<file path="src/hw/touch_key_pkg.sv">
// Package: register map, field positions and shared types of the touch-key scanner
package touch_key_pkg;

   // --------------------------------------------------------------
   // Common register byte offsets
   // --------------------------------------------------------------
   localparam logic [11:0] OFS_PRELOAD = 12'h000;
   localparam logic [11:0] OFS_CTRL0 = 12'h004;
   localparam logic [11:0] OFS_CTRL1 = 12'h008;
   localparam logic [11:0] OFS_FUNC_LO = 12'h00c;
   localparam logic [11:0] OFS_FUNC_HI = 12'h010;
   localparam logic [11:0] OFS_IRQ_STATUS = 12'h014;
   localparam logic [11:0] OFS_IRQ_MASK = 12'h018;
   localparam logic [11:0] OFS_PIN_SELECT = 12'h01c;

   // --------------------------------------------------------------
   // Per-module register block: base + index * stride + offset
   // --------------------------------------------------------------
   localparam logic [11:0] MOD_BASE = 12'h040;
   localparam int MOD_STRIDE_SHIFT = 5;
   localparam logic [4:0] MOFS_FREQ_LO = 5'h00;
   localparam logic [4:0] MOFS_FREQ_HI = 5'h04;
   localparam logic [4:0] MOFS_REF_LO = 5'h08;
   localparam logic [4:0] MOFS_REF_HI = 5'h0c;
   localparam logic [4:0] MOFS_CTRL0 = 5'h10;
   localparam logic [4:0] MOFS_CTRL1 = 5'h14;
   localparam logic [4:0] MOFS_CTRL2 = 5'h18;

   // --------------------------------------------------------------
   // Field positions
   // --------------------------------------------------------------
   localparam int C0_RAMC = 7;
   localparam int C0_SLOT_OVF = 6;
   localparam int C0_START = 5;
   localparam int C0_CF_OVF = 4;
   localparam int C0_FUNC_OVF = 3;
   localparam int C0_MODE = 1;
   localparam int C0_BUSY = 0;
   localparam logic [7:0] C0_SW_MASK = 8'hfa;
   localparam int MC1_REF_EN = 5;
   localparam int MC1_KEY_EN = 4;
   localparam logic [1:0] REF_HI_MASK = 2'h3;
   localparam int IRQ_SLOT = 0;
   localparam int IRQ_CF = 1;
   localparam int IRQ_FUNC = 2;
   localparam int IRQ_BITS = 3;

   // --------------------------------------------------------------
   // Reset values and counter limits
   // --------------------------------------------------------------
   localparam logic [7:0] PRELOAD_RESET = 8'h00;
   localparam logic [15:0] CNT16_MAX = 16'hffff;

   typedef struct packed {
      logic [15:0] freqCnt;
      logic [9:0] refCap;
      logic [7:0] ctrl0;
      logic [7:0] ctrl1;
      logic [7:0] ctrl2;
   } module_regs_t;

endpackage : touch_key_pkg

</file>
<file path="src/hw/touch_key_scan.sv">
// Touch-key time-slot scanner: per-module frequency counters, time-slot timer, APB registers
`timescale 1ns/1ps
module touch_key_scan
   import touch_key_pkg::*;
#(
   parameter int NUM_MODULES = 4,
   parameter int DIV_BITS = 5,
   parameter int SLOT_BITS = 8
) (
   // Clock, reset, enable
   input wire logic ref_clk,
   input wire logic rst_n,
   input wire logic ce,
   // APB slave
   input wire logic psel,
   input wire logic penable,
   input wire logic pwrite,
   input wire logic [11:0] paddr,
   input wire logic [31:0] pwdata,
   output logic [31:0] prdata,
   output logic pready,
   output logic pslverr,
   // Key and reference oscillators, pin function
   input wire logic [NUM_MODULES*4-1:0] keyOsc,
   input wire logic [NUM_MODULES-1:0] refOsc,
   output logic [NUM_MODULES*4-1:0] keyOscEn,
   output logic [NUM_MODULES-1:0] refOscEn,
   output logic [NUM_MODULES*4-1:0] pinTouchSel,
   // Interrupt
   output logic irq
);

   localparam int NUM_KEYS = NUM_MODULES * 4;
   localparam logic [DIV_BITS-1:0] DIV_MAX = '1;
   localparam logic [SLOT_BITS-1:0] SLOT_MAX = '1;

   // --------------------------------------------------------------
   // Parameter checks
   // --------------------------------------------------------------
   if (NUM_MODULES < 1 || NUM_MODULES > 8) begin : g_chk_mod
      $error("NUM_MODULES must be 1 to 8");
   end
   if (DIV_BITS != 5 || SLOT_BITS != 8) begin : g_chk_timer
      $error("Timer is built for a 5-bit divider and 8-bit slot counter");
   end

   typedef struct packed {
      module_regs_t [NUM_MODULES-1:0] mods;
      logic [7:0] preload;
      logic [7:0] ctrl0;
      logic [7:0] ctrl1;
      logic [15:0] funcCnt;
      logic [DIV_BITS-1:0] divCnt;
      logic [SLOT_BITS-1:0] slotCnt;
      logic running;
      logic [IRQ_BITS-1:0] irqSt;
      logic [IRQ_BITS-1:0] irqMask;
      logic [NUM_KEYS-1:0] pinSel;
      logic [NUM_KEYS-1:0] keyS1;
      logic [NUM_KEYS-1:0] keyS2;
      logic [NUM_KEYS-1:0] keyS3;
      logic [NUM_MODULES-1:0] refS1;
      logic [NUM_MODULES-1:0] refS2;
      logic [NUM_KEYS-1:0] keyOscEn;
      logic [NUM_MODULES-1:0] refOscEn;
      logic [31:0] prdata;
      logic pready;
      logic pslverr;
      logic irq;
   } state_t;

   typedef struct packed {
      logic hit;
      logic isMod;
      logic [2:0] idx;
      logic [4:0] sub;
   } decode_t;

   state_t s;
   state_t next_s;
   logic rstMeta;
   logic rstSync;

   // --------------------------------------------------------------
   // Reset release
   // --------------------------------------------------------------
   always_ff @(posedge ref_clk or negedge rst_n) begin
      if (!rst_n) begin
         rstMeta <= 1'b0;
         rstSync <= 1'b0;
      end else begin
         rstMeta <= 1'b1;
         rstSync <= rstMeta;
      end
   end

   // --------------------------------------------------------------
   // Address decode, shared by reads and writes
   // --------------------------------------------------------------
   function automatic decode_t decodeAddr(input logic [11:0] a);
      decode_t d;
      logic [11:0] rel;
      d = '0;
      rel = a - MOD_BASE;
      if (a[1:0] != 2'h0) begin
         d.hit = 1'b0;
      end else if (a < MOD_BASE) begin
         d.sub = a[4:0];
         d.hit = (a <= OFS_PIN_SELECT);
      end else begin
         d.isMod = 1'b1;
         d.idx = rel[MOD_STRIDE_SHIFT+2:MOD_STRIDE_SHIFT];
         d.sub = rel[4:0];
         d.hit = (rel[11:MOD_STRIDE_SHIFT] < 7'(NUM_MODULES)) && (d.sub <= MOFS_CTRL2);
      end
      return d;
   endfunction : decodeAddr

   function automatic logic [31:0] readReg(input state_t st, input decode_t d);
      logic [31:0] v;
      module_regs_t mr;
      v = '0;
      mr = st.mods[d.idx];
      if (d.isMod) begin
         case (d.sub)
            MOFS_FREQ_LO: v[7:0] = mr.freqCnt[7:0];
            MOFS_FREQ_HI: v[7:0] = mr.freqCnt[15:8];
            MOFS_REF_LO: v[7:0] = mr.refCap[7:0];
            MOFS_REF_HI: v[1:0] = mr.refCap[9:8];
            MOFS_CTRL0: v[7:0] = mr.ctrl0;
            MOFS_CTRL1: v[7:0] = mr.ctrl1;
            MOFS_CTRL2: v[7:0] = mr.ctrl2;
            default: v = '0;
         endcase
      end else begin
         case ({7'h00, d.sub})
            OFS_PRELOAD: v[7:0] = st.preload;
            OFS_CTRL0: v[7:0] = st.ctrl0;
            OFS_CTRL1: v[7:0] = st.ctrl1;
            OFS_FUNC_LO: v[7:0] = st.funcCnt[7:0];
            OFS_FUNC_HI: v[7:0] = st.funcCnt[15:8];
            OFS_IRQ_STATUS: v[IRQ_BITS-1:0] = st.irqSt;
            OFS_IRQ_MASK: v[IRQ_BITS-1:0] = st.irqMask;
            OFS_PIN_SELECT: v[NUM_KEYS-1:0] = st.pinSel;
            default: v = '0;
         endcase
      end
      return v;
   endfunction : readReg

   // --------------------------------------------------------------
   // Next-state logic
   // --------------------------------------------------------------
   always_comb begin
      decode_t d;
      logic wr;
      logic startRise;
      logic divWrap;
      logic slotWrap;
      logic [1:0] keySel;
      logic [NUM_KEYS-1:0] keyRise;
      d = decodeAddr(paddr);
      wr = psel && penable && pwrite && s.pready;
      startRise = 1'b0;
      keySel = 2'h0;
      divWrap = 1'b0;
      slotWrap = 1'b0;
      keyRise = '0;
      next_s = s;
      next_s.pready = 1'b0;
      next_s.pslverr = 1'b0;

      // Oscillator inputs cross in through two flops, third flop for key edges
      next_s.keyS1 = keyOsc;
      next_s.keyS2 = s.keyS1;
      next_s.keyS3 = s.keyS2;
      next_s.refS1 = refOsc;
      next_s.refS2 = s.refS1;
      keyRise = s.keyS2 & ~s.keyS3;

      // APB answers one cycle after setup
      if (psel && !penable) begin
         next_s.pready = 1'b1;
         next_s.pslverr = !d.hit;
         next_s.prdata = (d.hit && !pwrite) ? readReg(s, d) : '0;
      end

      // Software writes
      if (wr && d.hit) begin
         if (d.isMod) begin
            case (d.sub)
               MOFS_REF_LO: next_s.mods[d.idx].refCap[7:0] = pwdata[7:0];
               MOFS_REF_HI: next_s.mods[d.idx].refCap[9:8] = pwdata[1:0] & REF_HI_MASK;
               MOFS_CTRL0: next_s.mods[d.idx].ctrl0 = pwdata[7:0];
               MOFS_CTRL1: next_s.mods[d.idx].ctrl1 = pwdata[7:0];
               MOFS_CTRL2: next_s.mods[d.idx].ctrl2 = pwdata[7:0];
               default: next_s.mods[d.idx].ctrl2 = s.mods[d.idx].ctrl2;
            endcase
         end else begin
            case ({7'h00, d.sub})
               OFS_PRELOAD: next_s.preload = pwdata[7:0];
               OFS_CTRL0: begin
                  // Software setting the overflow flag leaves the interrupt alone
                  next_s.ctrl0 = (pwdata[7:0] & C0_SW_MASK) | (s.ctrl0 & ~C0_SW_MASK);
                  startRise = pwdata[C0_START] && !s.ctrl0[C0_START];
               end
               OFS_CTRL1: next_s.ctrl1 = pwdata[7:0];
               OFS_IRQ_STATUS: next_s.irqSt = s.irqSt & ~pwdata[IRQ_BITS-1:0];
               OFS_IRQ_MASK: next_s.irqMask = pwdata[IRQ_BITS-1:0];
               OFS_PIN_SELECT: next_s.pinSel = pwdata[NUM_KEYS-1:0];
               default: next_s.ctrl1 = next_s.ctrl1;
            endcase
         end
      end

      // Time-slot timer and counters
      divWrap = s.running && (s.divCnt == DIV_MAX);
      slotWrap = divWrap && (s.slotCnt == SLOT_MAX);
      if (!s.ctrl0[C0_START]) begin
         // Slot counter keeps its value while stopped
         next_s.divCnt = '0;
         next_s.funcCnt = '0;
         next_s.running = 1'b0;
         for (int m = 0; m < NUM_MODULES; m++) begin
            next_s.mods[m].freqCnt = '0;
         end
      end else if (s.running) begin
         next_s.divCnt = s.divCnt + 1'b1;
         next_s.funcCnt = s.funcCnt + 1'b1;
         if (s.funcCnt == CNT16_MAX) begin
            next_s.ctrl0[C0_FUNC_OVF] = 1'b1;
            next_s.irqSt[IRQ_FUNC] = 1'b1;
         end
         if (divWrap) begin
            next_s.slotCnt = s.slotCnt + 1'b1;
         end
         if (slotWrap) begin
            // Slot overflow ends the scan: flags up, everything halts
            next_s.running = 1'b0;
            next_s.ctrl0[C0_SLOT_OVF] = 1'b1;
            next_s.irqSt[IRQ_SLOT] = 1'b1;
         end
         for (int m = 0; m < NUM_MODULES; m++) begin
            keySel = s.mods[m].ctrl0[1:0];
            if (keyRise[m*4+int'(keySel)]) begin
               next_s.mods[m].freqCnt = s.mods[m].freqCnt + 1'b1;
               if (s.mods[m].freqCnt == CNT16_MAX) begin
                  next_s.ctrl0[C0_CF_OVF] = 1'b1;
                  next_s.irqSt[IRQ_CF] = 1'b1;
               end
            end
         end
      end
      if (startRise) begin
         next_s.running = 1'b1;
         next_s.slotCnt = s.preload;
         next_s.divCnt = '0;
      end
      next_s.ctrl0[C0_BUSY] = next_s.running;

      // Oscillator enables: each key on its own, gated by pin function
      for (int m = 0; m < NUM_MODULES; m++) begin
         next_s.refOscEn[m] = next_s.running && next_s.mods[m].ctrl1[MC1_REF_EN];
         for (int k = 0; k < 4; k++) begin
            next_s.keyOscEn[m*4+k] = next_s.running && next_s.pinSel[m*4+k]
               && next_s.mods[m].ctrl1[MC1_KEY_EN] && next_s.mods[m].ctrl1[k];
         end
      end
      next_s.irq = |(next_s.irqSt & next_s.irqMask);
   end

   // --------------------------------------------------------------
   // State register
   // --------------------------------------------------------------
   always_ff @(posedge ref_clk or negedge rstSync) begin
      if (!rstSync) begin
         s <= '0;
      end else if (ce) begin
         s <= next_s;
      end
   end

   assign prdata = s.prdata;
   assign pready = s.pready;
   assign pslverr = s.pslverr;
   assign keyOscEn = s.keyOscEn;
   assign refOscEn = s.refOscEn;
   assign pinTouchSel = s.pinSel;
   assign irq = s.irq;

   // --------------------------------------------------------------
   // Assertions and cover points
   // --------------------------------------------------------------
   logic [13:0] runCycles;
   logic [7:0] startPreload;
   logic startWr;
   logic readRefHi;
   decode_t dq;
   assign dq = decodeAddr(paddr);
   assign startWr = psel && penable && pwrite && s.pready && dq.hit && !dq.isMod
      && ({7'h00, dq.sub} == OFS_CTRL0) && pwdata[C0_START] && !s.ctrl0[C0_START];
   assign readRefHi = s.pready && psel && !pwrite && dq.hit && dq.isMod
      && (dq.sub == MOFS_REF_HI);

   // Window length seen from start to stop, in system clocks
   always_ff @(posedge ref_clk or negedge rstSync) begin
      if (!rstSync) begin
         runCycles <= '0;
         startPreload <= '0;
      end else if (ce) begin
         if (startWr) begin
            runCycles <= '0;
            startPreload <= s.preload;
         end else if (s.running) begin
            runCycles <= runCycles + 1'b1;
         end
      end
   end
endmodule : touch_key_scan

</file>
<file path="config.mk">
export PLATFORM = sky130hd
export DESIGN_NAME = touch_key_scan
export DESIGN_NICKNAME = d
export VERILOG_FILES = /design/src/hw/touch_key_pkg.sv /design/src/hw/touch_key_scan.sv
export SDC_FILE = /design/constraint.sdc
export NUM_CORES = 1
export LEC_CHECK = 0
export BUFFER_PORTS_ARGS = -buffer_cell sky130_fd_sc_hd__buf_2
export CORE_ASPECT_RATIO = 1.25
export CORE_MARGIN = 10
export CORE_UTILIZATION = 25
export DETAILED_ROUTE_END_ITERATION = 7
export REMOVE_ABC_BUFFERS = 1
export SYNTH_ARGS = -nofsm -noshare
export SYNTH_HDL_FRONTEND = slang
export SYNTH_SLANG_ARGS = --single-unit
</file>
<file path="constraint.sdc">
create_clock -name ref_clk -period 14.4 [get_ports ref_clk]
set_input_delay 0.72 -clock ref_clk [delete_from_list [all_inputs] [get_ports ref_clk]]
set_output_delay 0.72 -clock ref_clk [all_outputs]
set_load 0.01 [all_outputs]
</file>
# Word-level counts from Yosys, hierarchy flattened
# Index checks and enable logic that the tools add are counted.
# op_classes
add_sub_neg,11
bitwise,7
mux,103
reduce_logical,81
eq_ne,16
order_cmp,10
# op_table
cell,n
$bwmux W200,6
$pmux W200 S5,1
$demux W50 S2,5
$mux W16,16
$mux W224,1
$mux W200,1
$bmux W50 S2,1
$add A16 B1 Y16 const B,5
$eq A16 B16 Y1 const B,5
$logic_and A1 B1 Y1,63
$mux W8,7
$mux W50,1
$mux W24,2
$mux W22,2
$mux W1,38
$pmux W6 S6,1
$mux W34,1
$mux W33,1
$mux W32,1
$pmux W5 S6,1
$eq A5 B5 Y1 const B,5
$pmux W3 S8,1
$mux W21,1
$and A16 B16 Y16,1
40 further kinds,61
# totals
ff_bits,381
word_cells,274

# Logic depth before layout (Yosys ltp)
# Gate-level depths: netlist of the first run.
# logic_depth
depth_word,23
depth_mapped,13
depth_no_buf,9

# Worst setup path before layout of the first run
# OpenSTA, ideal clock, no wires.
# synth_timing
path_kind,input-to-reg
start,input paddr[6]
end,register s (netlist bit pinTouchSel[10])
arrival_time_ps,3618
setup_slack_ps,10657
setup_time_ps,125
cell_stages,12
cell_sequence,buf_2 inv_1 clkbuf_1 ha_1 or4b_1 clkbuf_1 or4_1 nor4_1 buf_2 nand2_2 buf_2 mux2_2
# synth_via
elab_chain_cells,7
elab_cells_between_ends,15
# synth_rtl
element,line_no,source
start: declaration,touch_key_scan.sv:18,"input wire logic [11:0] paddr,"
$sub A12 B7 Y12 / $lt A12 B7 Y1 (equally long branches),-,
$lt A7 B3 Y1 / $mux W5 (equally long branches),-,
$logic_and A1 B1 Y1 / $mux W9 (equally long branches),-,
$mux W1 / $eq A5 B5 Y1 (equally long branches),"touch_key_scan.sv:107, touch_key_scan.sv:200",
$mux W1 / $mux W16 (equally long branches),-,
$logic_and A1 B1 Y1 / $mux W22 (equally long branches),-,
$mux W22 (*),touch_key_scan.sv:189,if (wr && d.hit) begin
end signal: assignment,touch_key_scan.sv:279,s <= next_s;
end: declaration,touch_key_scan.sv:79,state_t s;
# Every way passes the cells marked *; elsewhere a longest branch is shown, timed or not.
# A chain may end at the register's enable or synchronous reset.

# Worst setup path in the final report of the first run
# layout_timing
start,input paddr[6]
end,register s[139] in the netlist's numbering
# layout_via
elab_chain_cells,9
elab_cells_between_ends,20
# layout_rtl
element,line_no
$sub A12 B7 Y12 / $lt A12 B7 Y1 (equally long branches),-
$lt A7 B3 Y1 / $mux W5 (equally long branches),-
$logic_and A1 B1 Y1 / $mux W9 (equally long branches),-
$mux W1 / $eq A5 B3 Y1 (equally long branches),-
$mux W1 (on tied branches),-
$logic_and A1 B1 Y1 / $mux W1 (equally long branches),-
$mux W1 (*),touch_key_scan.sv:189
$reduce_bool A2 Y1 (no source line),-
$reduce_and A4 Y1 (no source line),-
# Marks and branches as above.

==> results of run 1 <==
==> cells by family after synthesis <==
family,Yosys count,synth area share (%)
AND/OR/NAND/NOR,481,12.8
AO/OA/AOI/OAI,397,14.5
flip-flops,363,48.1
buffers and inverters,218,5.82
adder cells (fa/ha/maj),10,0.663
XOR/XNOR,60,2.78
other,2,0.0398
multiplexers,254,15.3
==> placed cells by master (no fill, tap or decap), types with 11 or more instances in the layout <==
cell type  synthesis  layout
o22ai_1           34      34
and3_1            20      20
nand2b_1          13      13
nand4_1           23      23
a22o_1            14      14
inv_1             46      46
mux2_2           195     195
nor2b_1           18      18
o31ai_1           12      12
buf_2              8     102
nor3_1            26      24
o21ai_0          106     106
xor2_1            33      33
mux2i_1           50      50
and2_1            12      12
clkbuf_16          0      39
nor2_1           131     130
a221o_1           11      11
nand2_1          126     125
o221ai_1          11      11
a22oi_1           31      31
or3_1             16      16
dfrtp_1          363     362
o32ai_1           13      13
nand3_1           45      45
xnor2_1           27      27
o2bb2ai_1         28      28
a21oi_1           54      53
clkbuf_1          80      11
buf_4             68      32
a31oi_1           12      12
conb_1             2      17
a221oi_1          14      14
==> where the power goes <==
group / switching (uW) / internal [uW]
Combinational: 164 / 98.9
Sequential: 57.8 / 1070
Clock: 412 / 564
Total: 634 / 1740
==> final cells by class <==
class	count	share of cell area [%]
timing repair buffer	135	3.58
sequential	363	42.7
multi-input combinational	1219	41.4
clock inverter	8	0.465
inverter	48	0.847
tap	969	5.70
clock buffer	56	5.17
antenna	4	0.0471
==> cell usage after synthesis (all sizes together) (28+ instances only) <==
| cell type | count |
|---|---|
| mux2i | 50 |
| xor2 | 33 |
| mux2 | 196 |
| o2bb2ai | 28 |
| nand2 | 127 |
| o22ai | 34 |
| a21oi | 54 |
| o21ai | 110 |
| inv | 47 |
| clkbuf | 80 |
| buf | 90 |
| a22oi | 31 |
| dfrtp | 363 |
| nor2 | 131 |
| nand3 | 45 |
==> routing by layer <==
metal  vias up  global-route usage [%]  part of all wire (%)
li1       6481                       -                     -
met1      7471                    16.5                    41
met2       522                    23.1                    49
met3       130                    2.41                   6.0
met4         6                    5.61                   4.1
met5         -                       0                 0.048
==> registers in the layout, summed over array words and instances (netlist names) <==
name         flops
pready           1
keyOscEn        16
next_s          32
pslverr          1
pinTouchSel     16
rstMeta          1
prdata          16
irq              1
refOscEn         4
s              274
rstSync          1
==> how the worst min path moves through the flow <==
| stage | to | slack [ns] | cells after the start |
|---|---|---|---|
| 4_1_cts | rstSync$_DFF_PN0_ | 0.36 | 0 |
| 6_report | rstSync$_DFF_PN0_ | 0.36 | 0 |
| 3_5_place_dp | rstSync$_DFF_PN0_ | 0.34 | 0 |
| 3_3_place_gp | rstSync$_DFF_PN0_ | 0.34 | 0 |
| 5_1_grt | rstSync$_DFF_PN0_ | 0.37 | 0 |
| 2_1_floorplan | rstSync$_DFF_PN0_ | 0.33 | 0 |
==> through the flow <==
stage	worst slack, ns	total power, uW	std cells	hold slack [ns]	util [%]
3_3_place_gp	9.56	1400	2733	0.337	26.8
4_1_cts	9.96	2390	2798	0.364	28.4
5_1_grt	9.50	2470	2799	0.366	28.4
6_report	9.87	2370	2802	0.357	28.4
3_5_place_dp	9.45	1410	2733	0.345	26.8
2_1_floorplan	3.53	1290	1630	0.331	-
==> critical path, cell delays in order <==
cell and delay [ns]:
buf_2 0.35, inv_1 0.25, buf_4 0.27, ha_1 0.41, a21boi_0 0.26, o311ai_2 0.13
buf_4 0.22, or4_1 0.72, o31ai_1 0.96, o21ai_0 0.26, a221o_1 0.35
==> out/results.tsv, run 1 <==
metric	value	unit
status	complete, no violations	
slew_headroom	15.1	%
crit_start	paddr[6]	
async_reset_ff_share	100	%
slew_viol_final	0	
min_period_over_period	31.4	%
dieArea	0.0870	sq mm
final_nets	1885	
power_density	111	mW/mm^2
cts_tree	done	
row_count	112	
cap_violations	0	
grt_pass1_vias	14900	
ys_seq_elements	363	
drc	0	
syn_to_final_growth	12.6	%
yosysSeqAreaShare	48.1	%
die_width	266	um
antenna_found_initial	6	
cts-htree-levels	2	
crit_end	s[139]$_DFFE_PN0P_	
clkSlewWorstSetupHoldPaths	0.06	ns
setup_tns	0	ns
synth_edf_count	0	
cts_setup_buffers	0	
clockBufferDepth	3	
p_leak	0.00923	uW
crit_required	14.81	ns
drive_above_1_share	23.0	%
synth_warnings	0	
coreArea	0.0748	sq mm
fin_skew	0.0180	ns
hold_viol	0	
synth_ff_type	dfrtp_1	
clock-sinks	363	
syn_area	0.0189	sq mm
reg2reg_to	s[139]$_DFFE_PN0P_	
critPathLaunchType	input pin	
placed_area	0.0200	sq mm
final_area	0.0213	sq mm
ant_nets	0	
hp-start	rstMeta$_DFF_PN0_	
regArea	0.00909	sq mm
timing.rr.start	pready$_DFFE_PN0P_	
start_util	25.2	%
synth_top_cell_by_area	dfrtp_1	
grt-ovfl-total	0	
end_kind	flip-flop	
multi_input_area	0.00881	sq mm
cts-root-buf	clkbuf_16	
hold_path.class	reg -> reg	
first_iter_violations	1107	
worst-path-max-fanout	14	
r2r_cells	5	
num_vias	14600	
cts_buffers	38	
insertion_delay	0.55	ns
cts_hold_buf	1	
synthCells	1785	
clock.fmax	221	MHz
drt_wl_total	60.3	mm
synth_top_area_share	48.1	%
grtUsageTotal	13.5	%
grt_pass1_wl	92.9	mm
drt-pass1-iter-count	5	
fillers	7790	
port-buffer-count	104	
ys_types	81	
dp_hpwl	43.3	mm
via_per_inst	5.21	
setup-violations-final	0	
tightestPinTransition	1.27	ns
ir_worst_vdd	88.1	uV
post_cts_resized	0	
cp.arrival	4.94	ns
grt_max_degree	83	
pin_count	141	
period_needed	4.53	ns
synthTopCellsByArea	dfrtp_1 (48%), mux2_2 (12%), o21ai_0 (2.8%), buf_4 (2.7%), mux2i_1 (2.7%)	
critical_path_class	in -> reg	
die_y	327	um
r2r_slack	10.94	ns
rsz0062_at_grt	false	
wl_per_cell	21.5	um
avgSynthCellArea	10.6	sq um
gp_congestion	0.960	
(Power assumes the default switching activity.)
==> run 2: changes to the inputs <==
==> constraint.sdc (replaced) <==
create_clock -name ref_clk -period 4.4 [get_ports ref_clk]
set_input_delay 0.22 -clock ref_clk [delete_from_list [all_inputs] [get_ports ref_clk]]
set_output_delay 0.22 -clock ref_clk [all_outputs]
set_load 0.01 [all_outputs]
==> run 2 against run 1 <==
Sequential power grew to 3.3 times the previous value. Combinational power grew to 3.3 times the previous value. Power grew to 3.5 times the previous value.
==> out/results.tsv, run 2 (synthesis results as in run 1) <==
metric	value	unit
drt_wl_total	61.7	mm
seqPwrFrac	44.9	%
power_density	378	mW/mm^2
min_period_over_period	73.0	%
drc	0	
switching_share	25.8	%
hold_path.class	in -> reg	
final_nets	1917	
dieArea	0.0870	sq mm
cts_hold_buf	27	
cts_tree	done	
dp_hpwl	43.9	mm
pin_count	141	
cts-htree-levels	2	
insertion_delay	0.55	ns
reg2reg_to	s[139]$_DFFE_PN0P_	
period_needed	3.21	ns
clkSlewWorstSetupHoldPaths	0.06	ns
syn_to_final_growth	15.5	%
critical_path_class	in -> reg	
cp.arrival	3.64	ns
final_cell_mix	dfrtp_1 (362), mux2_2 (195), nor2_1 (130), nand2_1 (126), o21ai_0 (106)	
setup-violations-final	0	
largest-register	s	
timing.rr.start	pready$_DFFE_PN0P_	
first_iter_violations	1309	
fin_skew	0.0155	ns
coreArea	0.0748	sq mm
crit_end	s[139]$_DFFE_PN0P_	
gp_congestion	0.935	
final_core_util	29.1	%
row_count	112	
dp.cells	2738	
r2r_cells	5	
worst-path-max-fanout	14	
clock-sinks	363	
tightestPinTransition	1.15	ns
p_int	6120	uW
die_y	327	um
grt_pass1_wl	94.5	mm
cts_setup_buffers	0	
stdcell_count	2835	
clockBufferDepth	3	
wl_per_cell	21.8	um
start_util	25.2	%
pwr-share-clk	44.4	%
slew_headroom	23.0	%
drive_above_1_share	23.4	%
grt-ovfl-total	0	
num_vias	14800	
ant_nets	0	
hold_viol	0	
cap_violations	0	
grt_pass1_vias	15200	
cts_buffers	39	
ir_worst_vdd	305	uV
p_switching	2120	uW
cts-root-buf	clkbuf_16	
clock.fmax	311	MHz
die_width	266	um
r2r_slack	1.42	ns
port-buffer-count	104	
post_cts_resized	0	
antenna_cells	0	
status	complete, no violations	
grt_max_degree	117	
p_comb_share	10.7	%
p_leak	0.00950	uW
end_kind	flip-flop	
grtUsageTotal	13.8	%
drt-pass1-iter-count	5	
crit_start	paddr[6]	
slew_viol_final	0	
antenna_found_initial	6	
largest_register_ffs	274	
critPathLaunchType	input pin	
via_per_inst	5.22	
crit_required	4.83	ns
layout.cells.most_common	dfrtp_1	
rsz0062_at_grt	false	
-- run 2: cell type report --
cell class | instances | area (sq um)
inverter | 48 | 180
tap | 969 | 1210
timing repair buffer | 166 | 1100
multi-input combinational | 1219 | 8800
fill | 7748 | 53000
clock buffer | 54 | 1160
clock inverter | 16 | 260
sequential | 363 | 9090
-- run 2: per-stage QoR --
stage / setup TNS [ns] / cell area (sq um) / total power, uW / worst slack (ns) / hold WS [ns]
after floorplan: -2346.17 / 18000 / 4230 / -6.47 / -0.0756
after global placement: 0 / 20100 / 4590 / 0.769 / 0.00674
after detailed placement: 0 / 20100 / 4610 / 0.722 / 0.00956
after CTS: 0 / 21800 / 8290 / 1.24 / 0.112
after global routing: 0 / 21800 / 8540 / 1.08 / 0.131
final: 0 / 21800 / 8240 / 1.19 / 0.148
-- run 2: metal layers --
layer	wire length [um]	vias to the layer above	global-route usage, %
li1	-	6543	-
met1	24900	7506	16.7
met5	26	-	0
met4	2600	6	6.09
met3	4020	142	2.52
met2	30100	594	23.7
-- run 2: critical path, stage by stage --
cell	delay, ns
buf_2	0.11
inv_1	0.38
ha_1	0.32
nor4b_4	0.45
a21oi_2	0.12
or4_1	0.84
o21ai_0	0.66
o21ai_0	0.20
a221o_1	0.32
-- run 2: power by group through the flow --
stage                     clock network (uW)  registers (uW)  logic [uW]
after global routing                    3840            3720         973
after detailed placement                   0            3750         854
after floorplan                            0            3740         487
after CTS                               3710            3700         879
final                                   3660            3700         879
after global placement                     0            3750         838
-- run 2: worst min-delay path by stage --
stage	startpoint	slack [ns]	depth (start not counted)	to
6_report	pwdata[7]	0.15	3	s[178]$_DFFE_PN0P_
5_1_grt	pwdata[7]	0.13	3	s[178]$_DFFE_PN0P_
4_1_cts	pwdata[7]	0.11	3	s[178]$_DFFE_PN0P_
3_5_place_dp	rst_n	0.01	1	rstMeta$_DFF_PN0_
3_3_place_gp	rst_n	0.007	1	rstMeta$_DFF_PN0_
2_1_floorplan	rst_n	-0.08	0	rstMeta$_DFF_PN0_
==> run 3: changes to the inputs <==
==> constraint.sdc (replaced) <==
create_clock -name ref_clk -period 3.1 [get_ports ref_clk]
set_input_delay 0.155 -clock ref_clk [delete_from_list [all_inputs] [get_ports ref_clk]]
set_output_delay 0.155 -clock ref_clk [all_outputs]
set_load 0.01 [all_outputs]
==> run 3 against run 2 <==
Combinational power rose by 48%. Sequential power rose by 42%. Cell count is 1.8% higher. Wire length is 2.5% higher. First-iteration DRC count fell by 6.2%. Utilization up 0.56 points. Clock-buffer cell count is 4 lower. Clock skew increased by 0.0076 ns. Die area unchanged. Critical path type is now reg -> reg. Highest routed layer unchanged.
==> out/results.tsv, run 3 (synthesis results as in run 1) <==
metric	value	unit
power_density	531	mW/mm^2
setup_ws	0.597	ns
via_per_inst	5.16	
p_leak	0.00975	uW
row_count	112	
final_cell_mix	dfrtp_1 (362), mux2_2 (195), nor2_1 (130), nand2_1 (126), o21ai_0 (106)	
hold_path_depth	3	
placed_area	0.0205	sq mm
clock.fmax	400	MHz
final_core_util	29.7	%
stdcell_count	2885	
clock-sinks	363	
crit_start	pready$_DFFE_PN0P_	
die_width	266	um
grt_pass1_vias	15300	
final_area	0.0222	sq mm
pin_count	141	
hold_viol	0	
insertion_delay	0.58	ns
ir_worst_vdd	471	uV
grtUsageTotal	14.2	%
slowest_delay	0.62	ns
largest-register	s	
worst-path-max-fanout	13	
status	complete, no violations	
grt-ovfl-total	0	
setup_tns	0	ns
port-buffer-count	104	
dieArea	0.0870	sq mm
cts_hold_buf	26	
crit_end	s[136]$_DFFE_PN0P_	
final_nets	1968	
gp_congestion	0.934	
min_period_over_period	80.7	%
layout.cells.most_common	dfrtp_1	
clkSlewWorstSetupHoldPaths	0.06	ns
first_iter_violations	1228	
dp_hpwl	45.6	mm
r2r_slack	0.60	ns
fin_skew	0.0232	ns
cpMaxStageDelayCell	or4_1	
period_needed	2.50	ns
drt-pass1-iter-count	5	
slew_viol_final	0	
critical_path_class	reg -> reg	
syn_to_final_growth	17.7	%
grt_max_degree	181	
cts_setup_buffers	0	
antenna_found_initial	8	
dp.cells	2790	
crit_required	3.54	ns
start_util	25.2	%
slew_headroom	21.6	%
cts-htree-levels	2	
reg2reg_to	s[136]$_DFFE_PN0P_	
die_y	327	um
path_cells	nand4_1, buf_4, or4_1, buf_4, o31ai_1, buf_4, o21ai_0, a221o_1	
setup-violations-final	0	
cap_violations	0	
antenna_cells	0	
timing.rr.start	pready$_DFFE_PN0P_	
largest_register_ffs	274	
drt_wl_total	63.2	mm
tightestPinTransition	1.16	ns
hold_path.class	in -> reg	
cts_buffers	39	
grt_pass1_wl	95.7	mm
coreArea	0.0748	sq mm
dp_slack	0.0900	ns
wl_per_cell	21.9	um
post_cts_resized	0	
rsz0062_at_grt	false	
cp.arrival	2.94	ns
drive_above_1_share	25.4	%
cts-root-buf	clkbuf_16	
drc	0	
critPathLaunchType	flip-flop	
ant_nets	0	
num_vias	14900	
cpMostUsedCell	buf_4	
cts_tree	done	
clockBufferDepth	3	
r2r_cells	8	
end_kind	flip-flop	
[run 3: changes by cell type in the layout (fill, tap and decap cells not counted), sizes merged]
cell / previous run / this run
buf: 139 / 191
bufinv: 7 / 9
clkbuf: 54 / 50
dlygate4sd3: 27 / 26
inv: 47 / 48
[run 3: worst max-delay path, delay by kind of cell, from the launching register on]
kind	cells	cell delay (ns)
buf+inv	3	0.65
compound gates	3	0.61
simple gates	2	0.73
flops	1	0.37
[run 3: layout make-up]
cell class,instances,area (sq um)
Inverter,48,180
Clock buffer,50,1080
Clock inverter,19,344
Sequential cell,363,9090
Timing Repair Buffer,217,1510
Fill cell,7808,52600
Tap cell,969,1210
Multi-Input combinational cell,1219,8800
[run 3: how the worst min path moves through the flow]
stage	start	endpoint
global placement	rst_n	rstMeta$_DFF_PN0_
global route	ce	s[130]$_DFFE_PN0P_
CTS	ce	s[130]$_DFFE_PN0P_
finish	ce	s[130]$_DFFE_PN0P_
detailed placement	rst_n	rstMeta$_DFF_PN0_
floorplan	rst_n	rstMeta$_DFF_PN0_
[run 3: routing by layer]
metal	global-route usage [%]	part of all wire, %	wire length, um
met5	0	0.10	64
met4	5.60	3.8	2420
met3	2.53	5.6	3550
met2	24.5	50	31300
met1	17.1	41	25900
[run 3: stage by stage]
step	power, uW	hold slack (ns)
2_1_floorplan	6010	-0.141
3_3_place_gp	6540	-0.0594
3_5_place_dp	6580	-0.0527
4_1_cts	11900	0.00189
5_1_grt	12200	0.0177
6_report	11800	0.0252
[run 3: report_power, final]
group | internal [uW] | leakage, uW | switching (uW)
clock | 3220 | 0.000691 | 2020
combinational | 505 | 0.00420 | 795
sequential | 4990 | 0.00485 | 259
